$ cat src/emc_pkg.sv
// package: constants and carrier types of the external memory bus controller
// Contract
// - slave fetch pointer increments after every instruction byte fetch
// - jump or call reloads pointer from 8-bit internal bus; fetching stalls meanwhile
// - three-byte prefetch queue, invisible except under wait states
// - pointer reload plus first new byte takes four state times (internal program memory only; external adds a bus cycle)
// - 16-bit address and data time-multiplexed on one sixteen-line bus
// - byte lanes: even byte, odd byte with high select, or full word
// - read: strobe high with address, strobe low, address off, read low
// - ready sampled once per state clock; waits are whole state periods
// - read data captured at rising edge of read strobe
// - fetch type flag high for fetches, low for data and writes
// - write sequences as read, then drives data, rising write latches
// - register file and special function space bypass this controller
// - 00h-17h special functions, 18h-19h stack pointer, rest storage only
// - special function addresses differ in function by read or write
// - one state time equals three oscillator periods
// - internal program memory only if present, access pin high, 2000h-3fffh
package emc_pkg;
  // ========================================
  // timing
  localparam int          OSC_PER_STATE     = 3;    // clocks per state time
  localparam int          RELOAD_STATES     = 4;    // reload plus first fetch
  localparam int          QUEUE_DEPTH       = 3;
  // ========================================
  // address map
  localparam logic [15:0] SFR_LAST          = 16'h0017;
  localparam logic [15:0] STACK_PTR_LO      = 16'h0018;
  localparam logic [15:0] STACK_PTR_HI      = 16'h0019;
  localparam logic [15:0] INTERNAL_LAST     = 16'h00ff;
  localparam logic [15:0] ROM_FIRST         = 16'h2000;
  localparam logic [15:0] ROM_LAST          = 16'h3fff;
  localparam logic [15:0] PTR_RESET         = 16'h2080;

  // internal region decode result
  typedef enum logic [1:0] {EMC_EXT, EMC_SFR, EMC_SP, EMC_REGFILE} emc_region_type;

  // data access request from the arithmetic unit
  typedef struct packed {
    logic        valid;
    logic        write;
    logic        word;
    logic [15:0] addr;
    logic [15:0] wdata;
  } emc_req_type;

  // pin-side outputs of the multiplexed bus
  typedef struct packed {
    logic [15:0] bus_out;
    logic        bus_oe;
    logic        addr_strobe;
    logic        high_byte_select_n;
    logic        read_n;
    logic        write_n;
    logic        fetch_type_flag;
  } emc_pins_type;
endpackage

$ cat src/emc_controller.sv
// module: external memory bus controller with slave fetch pointer and prefetch queue
`timescale 1ns/100ps
module emc_controller
  import emc_pkg::*;
#(
  parameter bit HAS_ROM = 1'b1
)(
  input  wire logic          clk_i,
  input  wire logic          rst_i,
  // arithmetic unit side
  input  wire logic          jump_i,          // reload strobe
  input  wire logic [7:0]    abus_i,          // 8-bit internal bus, low then high
  input  wire logic          fetch_ready_i,   // consumer takes a queued byte
  output logic [7:0]         fetch_byte_o,
  output logic               fetch_valid_o,
  input  wire emc_req_type   req_i,
  output logic               req_ready_o,
  output logic               internal_hit_o,  // access bypasses the bus
  output emc_region_type     internal_region_o,
  output logic               data_valid_o,
  output logic [15:0]        rdata_o,
  // internal program memory
  input  wire logic          ext_access_pin_i,
  output logic               rom_read_o,
  output logic [15:0]        rom_addr_o,
  input  wire logic [7:0]    rom_data_i,
  // multiplexed bus pins
  input  wire logic [15:0]   bus_in_i,
  input  wire logic          ready_i,
  output emc_pins_type       pins_o,
  output logic               state_clock_out_o
);
  // ========================================
  // decode
  function automatic emc_region_type region_of(input logic [15:0] a);
    if (a <= SFR_LAST)                            region_of = EMC_SFR;
    else if (a == STACK_PTR_LO || a == STACK_PTR_HI) region_of = EMC_SP;
    else if (a <= INTERNAL_LAST)                  region_of = EMC_REGFILE;
    else                                          region_of = EMC_EXT;
  endfunction

  // internal program memory window only with part rom and access pin high
  function automatic logic rom_hit(input logic [15:0] a, input logic ea);
    rom_hit = HAS_ROM && ea && (a >= ROM_FIRST) && (a <= ROM_LAST);
  endfunction

  typedef enum {ST_IDLE, ST_RELOAD_HI, ST_RELOAD_WAIT, ST_ADDR, ST_STROBE,
                ST_WAIT, ST_END} emc_fsm_type;

  typedef struct packed {
    emc_fsm_type  fsm;
    logic [15:0]  ptr;
    logic [7:0]   reload_lo;
    logic [2:0]   reload_cnt;
    logic [QUEUE_DEPTH-1:0][7:0] q;
    logic [1:0]   q_cnt;
    logic         is_fetch;
    logic         is_write;
    logic         is_word;
    logic [15:0]  addr;
    logic [15:0]  wdata;
    logic [15:0]  rdata;
    logic         dvalid;
    logic         ea_meta;
    logic         ea_sync;
    emc_pins_type pins;
  } emc_st_type;

  emc_st_type s_reg;
  emc_st_type s_next;

  logic tick;
  logic rdy;

  emc_state_clock u_clk (
    .clk_i            (clk_i),
    .rst_i            (rst_i),
    .ready_i          (ready_i),
    .state_tick_o     (tick),
    .ready_sync_o     (rdy),
    .state_clock_out_o(state_clock_out_o)
  );

  logic data_ext;
  logic pop;
  logic fetch_rom;
  assign data_ext  = req_i.valid && (region_of(req_i.addr) == EMC_EXT);
  assign pop       = fetch_valid_o && fetch_ready_i;
  assign fetch_rom = rom_hit(s_reg.ptr, s_reg.ea_sync);

  // ========================================
  // next state
  always_comb begin
    s_next         = s_reg;
    s_next.dvalid  = 1'b0;
    s_next.ea_meta = ext_access_pin_i;
    s_next.ea_sync = s_reg.ea_meta;
    // consumer pops head; queue shifts down
    if (pop) begin
      s_next.q     = {8'h00, s_reg.q[QUEUE_DEPTH-1:1]};
      s_next.q_cnt = s_reg.q_cnt - 2'h1;
    end
    case (s_reg.fsm)
      ST_IDLE: begin
        if (jump_i) begin
          s_next.reload_lo = abus_i;
          s_next.q_cnt     = 2'h0;                       // flush stale stream
          s_next.fsm       = ST_RELOAD_HI;
        end else if (data_ext) begin
          s_next.is_fetch = 1'b0;
          s_next.is_write = req_i.write;
          s_next.is_word  = req_i.word;
          s_next.addr     = req_i.addr;
          s_next.wdata    = req_i.wdata;
          s_next.fsm      = ST_ADDR;
        end else if (s_next.q_cnt < 2'(QUEUE_DEPTH)) begin
          if (fetch_rom) begin
            s_next.q[s_next.q_cnt] = rom_data_i;
            s_next.q_cnt           = s_next.q_cnt + 2'h1;
            s_next.ptr             = s_reg.ptr + 16'h0001;
          end else begin
            s_next.is_fetch = 1'b1;
            s_next.is_write = 1'b0;
            s_next.is_word  = 1'b0;
            s_next.addr     = s_reg.ptr;
            s_next.fsm      = ST_ADDR;
          end
        end
      end
      ST_RELOAD_HI: begin
        s_next.ptr        = {abus_i, s_reg.reload_lo};
        s_next.q_cnt      = 2'h0;
        s_next.reload_cnt = 3'h0;
        s_next.fsm        = ST_RELOAD_WAIT;
      end
      ST_RELOAD_WAIT: begin
        // stall fetching three state times so reload plus a first byte from internal program memory spans four
        if (tick) begin
          s_next.reload_cnt = s_reg.reload_cnt + 3'h1;
          if (s_reg.reload_cnt == 3'(RELOAD_STATES - 2)) begin
            s_next.fsm = ST_IDLE;
          end
        end
      end
      ST_ADDR: begin
        // strobe high, address and high select on the bus
        if (tick) begin
          s_next.pins.addr_strobe        = 1'b1;
          s_next.pins.bus_out            = s_reg.addr;
          s_next.pins.bus_oe             = 1'b1;
          // lane encoding: odd byte or word drives high select low
          s_next.pins.high_byte_select_n = !(s_reg.addr[0] || s_reg.is_word);
          s_next.pins.fetch_type_flag    = s_reg.is_fetch && !s_reg.is_write;
          s_next.fsm                     = ST_STROBE;
        end
      end
      ST_STROBE: begin
        if (tick) begin
          s_next.pins.addr_strobe     = 1'b0;
          s_next.pins.fetch_type_flag = 1'b0;
          if (s_reg.is_write) begin
            s_next.pins.write_n = 1'b0;
            s_next.pins.bus_out = s_reg.addr[0] ? {s_reg.wdata[7:0], 8'h00} : s_reg.wdata;
          end else begin
            s_next.pins.read_n = 1'b0;
            s_next.pins.bus_oe = 1'b0;
          end
          s_next.fsm = ST_WAIT;
        end
      end
      ST_WAIT: begin
        // ready checked once per state time: waits are whole periods
        if (tick && rdy) begin
          s_next.fsm = ST_END;
        end
      end
      ST_END: begin
        if (tick) begin
          s_next.pins.read_n  = 1'b1;
          s_next.pins.write_n = 1'b1;
          s_next.pins.bus_oe  = 1'b0;
          s_next.pins.high_byte_select_n = 1'b1;
          s_next.fsm = ST_IDLE;
          if (!s_reg.is_write) begin
            if (s_reg.is_fetch) begin
              // capture at read strobe rise; odd byte rides high lane
              s_next.q[s_next.q_cnt] = s_reg.addr[0] ? bus_in_i[15:8] : bus_in_i[7:0];
              s_next.q_cnt           = s_next.q_cnt + 2'h1;
              s_next.ptr             = s_reg.ptr + 16'h0001;
            end else begin
              s_next.rdata  = (s_reg.addr[0] && !s_reg.is_word) ? {8'h00, bus_in_i[15:8]}
                                                                 : bus_in_i;
              s_next.dvalid = 1'b1;
            end
          end
        end
      end
      default: s_next.fsm = ST_IDLE;
    endcase
    if (jump_i && s_reg.fsm != ST_IDLE && s_reg.fsm != ST_RELOAD_HI) begin
      s_next.reload_lo = abus_i;   // low half kept only; reload is refused outside idle
    end
  end

  always_ff @(posedge clk_i) begin
    if (rst_i) begin
      s_reg                         <= '0;
      s_reg.fsm                     <= ST_IDLE;
      s_reg.ptr                     <= PTR_RESET;
      s_reg.pins.read_n             <= 1'b1;
      s_reg.pins.write_n            <= 1'b1;
      s_reg.pins.high_byte_select_n <= 1'b1;
    end else begin
      s_reg <= s_next;
    end
  end

  // ========================================
  // outputs
  assign fetch_byte_o      = s_reg.q[0];
  assign fetch_valid_o     = (s_reg.q_cnt != 2'h0);
  assign req_ready_o       = (s_reg.fsm == ST_IDLE) && !jump_i;
  assign internal_hit_o    = req_i.valid && !data_ext;
  assign internal_region_o = region_of(req_i.addr);
  assign data_valid_o      = s_reg.dvalid;
  assign rdata_o           = s_reg.rdata;
  assign rom_read_o        = (s_reg.fsm == ST_IDLE) && fetch_rom;
  assign rom_addr_o        = s_reg.ptr;
  assign pins_o            = s_reg.pins;
endmodule // emc_controller

$ cat src/emc_state_clock.sv
// module: state-time phase generator with ready synchroniser
`timescale 1ns/100ps
module emc_state_clock
  import emc_pkg::*;
(
  input  wire logic clk_i,
  input  wire logic rst_i,
  input  wire logic ready_i,
  output logic      state_tick_o,
  output logic      ready_sync_o,
  output logic      state_clock_out_o
);
  typedef struct packed {
    logic [1:0] phase;
    logic       rdy_meta;
    logic       rdy_sync;
    logic       clk_out;
  } emc_sc_type;

  emc_sc_type s_reg;
  emc_sc_type s_next;

  // one state time is three oscillator periods
  always_comb begin
    s_next          = s_reg;
    s_next.phase    = (s_reg.phase == 2'(OSC_PER_STATE - 1)) ? 2'h0 : s_reg.phase + 2'h1;
    s_next.rdy_meta = ready_i;
    s_next.rdy_sync = s_reg.rdy_meta;
    s_next.clk_out  = (s_next.phase == 2'h0);
  end

  always_ff @(posedge clk_i) begin
    if (rst_i) begin
      s_reg <= '0;
    end else begin
      s_reg <= s_next;
    end
  end

  assign state_tick_o      = (s_reg.phase == 2'(OSC_PER_STATE - 1));
  assign ready_sync_o      = s_reg.rdy_sync;
  assign state_clock_out_o = s_reg.clk_out;
endmodule // emc_state_clock

$ cat config.mk
export PLATFORM = sky130hd
export DESIGN_NAME = emc_controller
export DESIGN_NICKNAME = d
export VERILOG_FILES = /design/src/emc_pkg.sv /design/src/emc_controller.sv /design/src/emc_state_clock.sv
export SDC_FILE = /design/constraint.sdc
export NUM_CORES = 1
export LEC_CHECK = 0
export BUFFER_PORTS_ARGS = -buffer_cell sky130_fd_sc_hd__buf_2
export CAP_MARGIN = 10
export CORE_ASPECT_RATIO = 1.4
export CORE_MARGIN = 3
export CORE_UTILIZATION = 56
export DETAILED_ROUTE_END_ITERATION = 10
export PLACE_DENSITY = 0.8
export SLEW_MARGIN = 40
export SYNTH_ARGS = -nofsm -noshare
export SYNTH_HDL_FRONTEND = slang
export SYNTH_SLANG_ARGS = --single-unit
$ cat constraint.sdc
create_clock -name clk_i -period 3.6 [get_ports clk_i]
set_clock_uncertainty 0.1 [all_clocks]
set_input_delay 0.54 -clock clk_i [delete_from_list [all_inputs] [get_ports clk_i]]
set_output_delay 0.54 -clock clk_i [all_outputs]
set_load 0.1 [all_outputs]
==> out/qor.txt, run 1 <==
Sequential fraction of the synthesis area: 0.360
CP Max Fanout: 11
Int Pwr: 2.84 mW
Number of CTS-inserted buffers: 17
R2R Path End: rom_addr_o[1]
Layout cells sized above 1: 0.237
Clock network fraction of total power: 0.403
Residual DRC count: 0
Post-Place Cells: 1134
Ranking of synthesized cells by area: dfxtp_1, buf_4, mux2i_1
Area of the multi-input gates: 4090 um^2
Total global-route track usage: 0.266
Layout Cells excl Fill: 1166
Starting density of the core: 0.584
Port-buffer cells: 142
Status: finished, final reports clean
Final Wtd Congestion: 0.890
Number of flip-flops in the largest register: 68
Clock Root Buffer: clkbuf_16
Synth Area per Inst: 8.20 um^2
Ports: 143
Reg2reg start: s_reg[76]
CTS tree: done
Final Setup Violations: 0
Post-synthesis cell type count: 60
H-tree Lvls: 4
Inserted Diodes: 0
Crit path buffers/inverters: 3
Die area: 15100 um^2
Sw Ratio: 0.341
Storage cell area: 2740 um^2
Row cnt: 49
Fill cell count: 1170
Sink Count: 137
Worst Tran Pin Value: 0.848 ns
Fin crit share: 0.843
Grt ovf: 0
Worst Path Class, Setup: reg -> reg
Stages on worst setup path: 12
Top FF cell, synth: dfxtp_1
First-pass GRT wire length: 32500 um
Hold Path Sink: s_next[22]
Worst Path Arrival: 3.28 ns
Cell count of the worst reg-to-reg path: 12
Initial antenna violation count: 0
Cell-by-cell trace of the critical path: inv_1 -> ha_1 -> nand2b_1 -> xnor2_1 -> buf_4 -> ha_1 -> nand2b_1 -> nor4_1 -> a21o_1 -> buf_4 -> nor2_1 -> a311oi_1
Slowest stage delay, CP: 0.40 ns
Clk buf depth: 2
Most frequent cells in the layout: buf_2, dfxtp_1, nand2_1
# resized after CTS: 0
Clk_lat worst skew: 0.43 ns
Vias in the first global route: 6478
FMAX: 329 MHz
Crit path time final: 3.04 ns
Slew HR: 0.430
Most common cell after layout, fill and taps aside: buf_2
Syn nets: 1011
Die Width: 105 um
Wirelength, routed: 20300 um
TritonRoute pass-1 iters: 5
Post-CTS Repair Setup Buffers: 0
Cts hold-fix bufs: 0
Crit. End Element: flip-flop
Worst-path clk slew: 0.06 ns
Switching power: 1.47 mW
Routed len/inst: 17.4 um
Final Hold Vio Count: 0
Yosys top cell area share: 0.360
Nets: 1057
Area Growth Syn to Fin: 12.1%
Util after Layout: 0.654
R2R Setup Slk: 0.56 ns
Pleak: 3.33 nW
CP startpoint kind: flip-flop
Fin. max-slew vios: 0
Post-DP HPWL: 14200 um
Hold Path Stages: 2
CP required: 3.85 ns
Synth warn: 0
Seq cells post-synth: 137
Synthesized instance count: 929
Asr flop ratio synth: 0
Hold path start: ext_access_pin_i
Vias per cell: 6.00
# Max-Cap Violations: 0
Post-synth EDFFs: 0
Logic pwr share: 0.201
Total power per unit cell area: 504 nW/um^2
Hold Crit Class: in -> reg
Die extent in y: 144 um
Max stage delay cell, worst path: nor4_1
Unrepaired setup endpoints after global routing: no
Remaining antenna violation count: 0
Post-Syn Area: 7620 um^2
DR iter-0 viols: 460
Synth area leader: dfxtp_1
Via count: 6998
Largest net degree at the start of global routing: 68
Core Area: 13100 um^2
Setup TNS: 0 ns
Top Family by Delay on Critical Path: simple AND/OR/NAND/NOR gates
Worst VDD drop: 291 uV
Sequential share of power: 0.396
[routing by layer]
metal | global-route usage | wire length [um] | vias up
met5 | 0 | 0 | -
met1 | 0.324 | 8180 | 3288
met3 | 0.0473 | 1150 | 48
li1 | - | - | 3388
met4 | 0.122 | 633 | 0
met2 | 0.463 | 10300 | 274
[Yosys cell counts, types with 10 or more instances]
cell type	number
dfxtp_1	137
nand2_1	111
a21oi_1	83
buf_4	63
nor2_1	59
clkbuf_1	55
mux2i_1	45
a211oi_1	37
nand3_1	28
mux2_2	26
a22oi_1	24
nor3b_1	24
o22ai_1	24
o21ai_0	23
nor3_1	22
inv_1	12
nor2b_1	12
buf_2	10
nand2b_1	10
[stage by stage]
step                setup WS, ns  total power, mW  hold WS [ns]  cell area (um^2)
CTS                        0.580             4.31         0.213              8540
global placement           0.715             2.58         0.333              7950
global route               0.333             4.46         0.224              8540
finish                     0.564             4.31         0.215              8540
detailed placement         0.605             2.59         0.344              7950
floorplan                  0.301             2.39         0.314              7620
[power by group through the flow]
| stage | registers, mW | clock network (mW) | logic, mW |
|---|---|---|---|
| 3_3_place_gp | 1.73 | 0 | 0.850 |
| 2_1_floorplan | 1.68 | 0 | 0.706 |
| 3_5_place_dp | 1.73 | 0 | 0.857 |
| 5_1_grt | 1.71 | 1.80 | 0.938 |
| 4_1_cts | 1.70 | 1.75 | 0.861 |
| 6_report | 1.70 | 1.74 | 0.867 |
[cell families after synthesis]
| group | count (synthesis) | share of synthesized area |
|---|---|---|
| flip-flops | 137 | 0.360 |
| AO/OA/AOI/OAI | 254 | 0.214 |
| buffers and inverters | 147 | 0.106 |
| multiplexers | 71 | 0.0975 |
| adder cells (fa/ha/maj) | 9 | 0.0148 |
| AND/OR/NAND/NOR | 309 | 0.206 |
| XOR/XNOR | 2 | 0.00230 |
[final cells by class]
type                    instances  share of cell area
clock buffers                  17              0.0498
clock inverters                15              0.0190
well taps                     178              0.0261
inverters                      13             0.00571
multi-input cells             645               0.478
flip-flops and latches        137               0.321
repair buffers                161               0.100
[worst max path at each step]
stage	from	end	slack [ns]
after floorplan	s_reg[131]	s_reg[47]	0.30
after global placement	s_reg[76]	rom_addr_o[1]	0.72
after detailed placement	s_reg[76]	rom_addr_o[1]	0.60
after CTS	s_reg[76]	rom_addr_o[1]	0.58
after global routing	s_reg[76]	rom_addr_o[1]	0.33
final	s_reg[76]	rom_addr_o[1]	0.56
(Power assumes the default switching activity.)
==> inputs of run 2 (changes only) <==
Settings changed: CORE_UTILIZATION 56 to 51, PLACE_DENSITY 0.8 to 0.77.
Clock period 3.6 ns to 2.6 ns, I/O delays scaled along.
==> run 2 against run 1 <==
Sequential power increased by 38%. Clock power is 30% higher. Wire length increased by 5.1%. Final area grew 3.3%. Clock-buffer cell count is 3 higher. Worst hold slack worse by 0.12 ns. Die area rose by 9.3%. Utilization is 4.9 points lower. Total power up 37%. Critical path depth down 9. First-iteration DRC count grew 25%. Non-clock buffer count is 22 higher.
==> out/qor.txt, run 2 (synthesis gave the netlist of run 1 again) <==
Remaining antenna violation count: 0
Most frequent cells in the layout: buf_2, dfxtp_1, nand2_1
Hold Crit Class: in -> reg
Worst VDD drop: 339 uV
Post-DP HPWL: 14900 um
TritonRoute pass-1 iters: 5
CP required: 2.11 ns
Total power per unit cell area: 671 nW/um^2
Most common cell after layout, fill and taps aside: buf_2
Total global-route track usage: 0.256
Worst Tran Pin Value: 0.774 ns
Clk_lat worst skew: 0.41 ns
Crit path time final: 2.48 ns
Largest net degree at the start of global routing: 135
CP Max Fanout: 17
Clk buf depth: 2
CTS tree: done
Sink Count: 137
Grt ovf: 0
Number of CTS-inserted buffers: 17
First-pass GRT wire length: 33600 um
Core Area: 14600 um^2
Worst-path clk slew: 0.06 ns
Area Growth Syn to Fin: 15.8%
Unrepaired setup endpoints after global routing: no
Worst Path Class, Setup: reg -> out
Wl on met1: 8450 um
Die Width: 109 um
Pleak: 3.46 nW
Slew HR: 0.484
Starting density of the core: 0.523
Setup WS post-layout: 0.122 ns
Initial antenna violation count: 0
Final Setup Violations: 0
Row cnt: 52
Vias in the first global route: 6717
CP startpoint kind: flip-flop
Residual DRC count: 0
Fin crit share: 0.953
Vias per cell: 5.94
Layout cells sized above 1: 0.265
Crit. End Element: primary output
Worst hold margin: 0.0899 ns
Via count: 7128
Clock Root Buffer: clkbuf_16
Setup slack at placement: -0.0551 ns
Number of flip-flops in the largest register: 68
Die area: 16500 um^2
Port-buffer cells: 142
Routed len/inst: 17.8 um
FMAX: 403 MHz
Fin. max-slew vios: 0
Nets: 1079
Max layer used: met4
# Max-Cap Violations: 0
Wirelength, routed: 21300 um
Ports: 143
H-tree Lvls: 4
Status: finished, final reports clean
Die extent in y: 151 um
DR iter-0 viols: 574
Worst Path Arrival: 1.99 ns
Final Hold Vio Count: 0
Met3 WL: 1520 um
Inserted Diodes: 0
Met2 wire length: 10600 um
Final Wtd Congestion: 0.858
run 2: changes by cell type in the layout (fill, tap and decap cells not counted), sizes merged:
cell / change
clkbuf: +4
inv: -1
buf: +21
bufinv: -1
clkinv: -1
run 2: per-stage QoR:
step / TNS (ns) / std cells / total power [mW] / cell area (um^2) / utilization
floorplan: -0.433 / 929 / 3.32 / 7730 / -
global placement: 0 / 1165 / 3.66 / 8240 / 0.565
detailed placement: -0.231 / 1165 / 3.67 / 8240 / 0.565
CTS: 0 / 1199 / 5.95 / 8810 / 0.605
global route: 0 / 1199 / 6.17 / 8830 / 0.606
finish: 0 / 1199 / 5.92 / 8830 / 0.606
run 2: final timing paths:
check | slack, ns | to | start | depth (start not counted)
max | 0.12 | req_ready_o | s_reg[131] | 3
min | 0.09 | u_clk.s_next[1] | ready_i | 2
min reg2reg | 0.35 | rdata_o[15] | rdata_o[15] | 2
max reg2reg | 0.13 | s_reg[97] | s_reg[77] | 10
run 2: critical path: stages, from the launching register on:
cell and delay (ns):
dfxtp_1 0.48, or3_1 0.54, nor2_4 0.19, clkbuf_4 0.37
run 2: final cells by class:
class                           count  area (um^2)
Tap cell                          189          236
Fill cell                        1325         5750
Sequential cell                   137         2750
Timing Repair Buffer              183         1060
Clock buffer                       20          457
Multi-Input combinational cell    645         4170
Clock inverter                     12          104
Inverter                           13         48.8
run 2: repair_timing:
item                                    4_1_cts  5_1_grt
pin swaps                                     1        0
hold buffers                                  0        0
gates cloned                                  0        0
buffers inserted                              2        0
endpoints found under the setup margin        8        7
resized for setup                             0        3
run 2: metal layers:
layer,vias up,GRT usage
met2,310,0.438
li1,3430,-
met3,51,0.0347
met1,3337,0.315
met5,-,0
met4,0,0.123
run 2: where the power goes:
group | switching (mW) | leakage, nW | internal, mW
Combinational | 0.883 | 2.08 | 0.423
Sequential | 0.134 | 1.11 | 2.21
Clock | 0.969 | 0.272 | 1.30
Total | 1.99 | 3.46 | 3.94
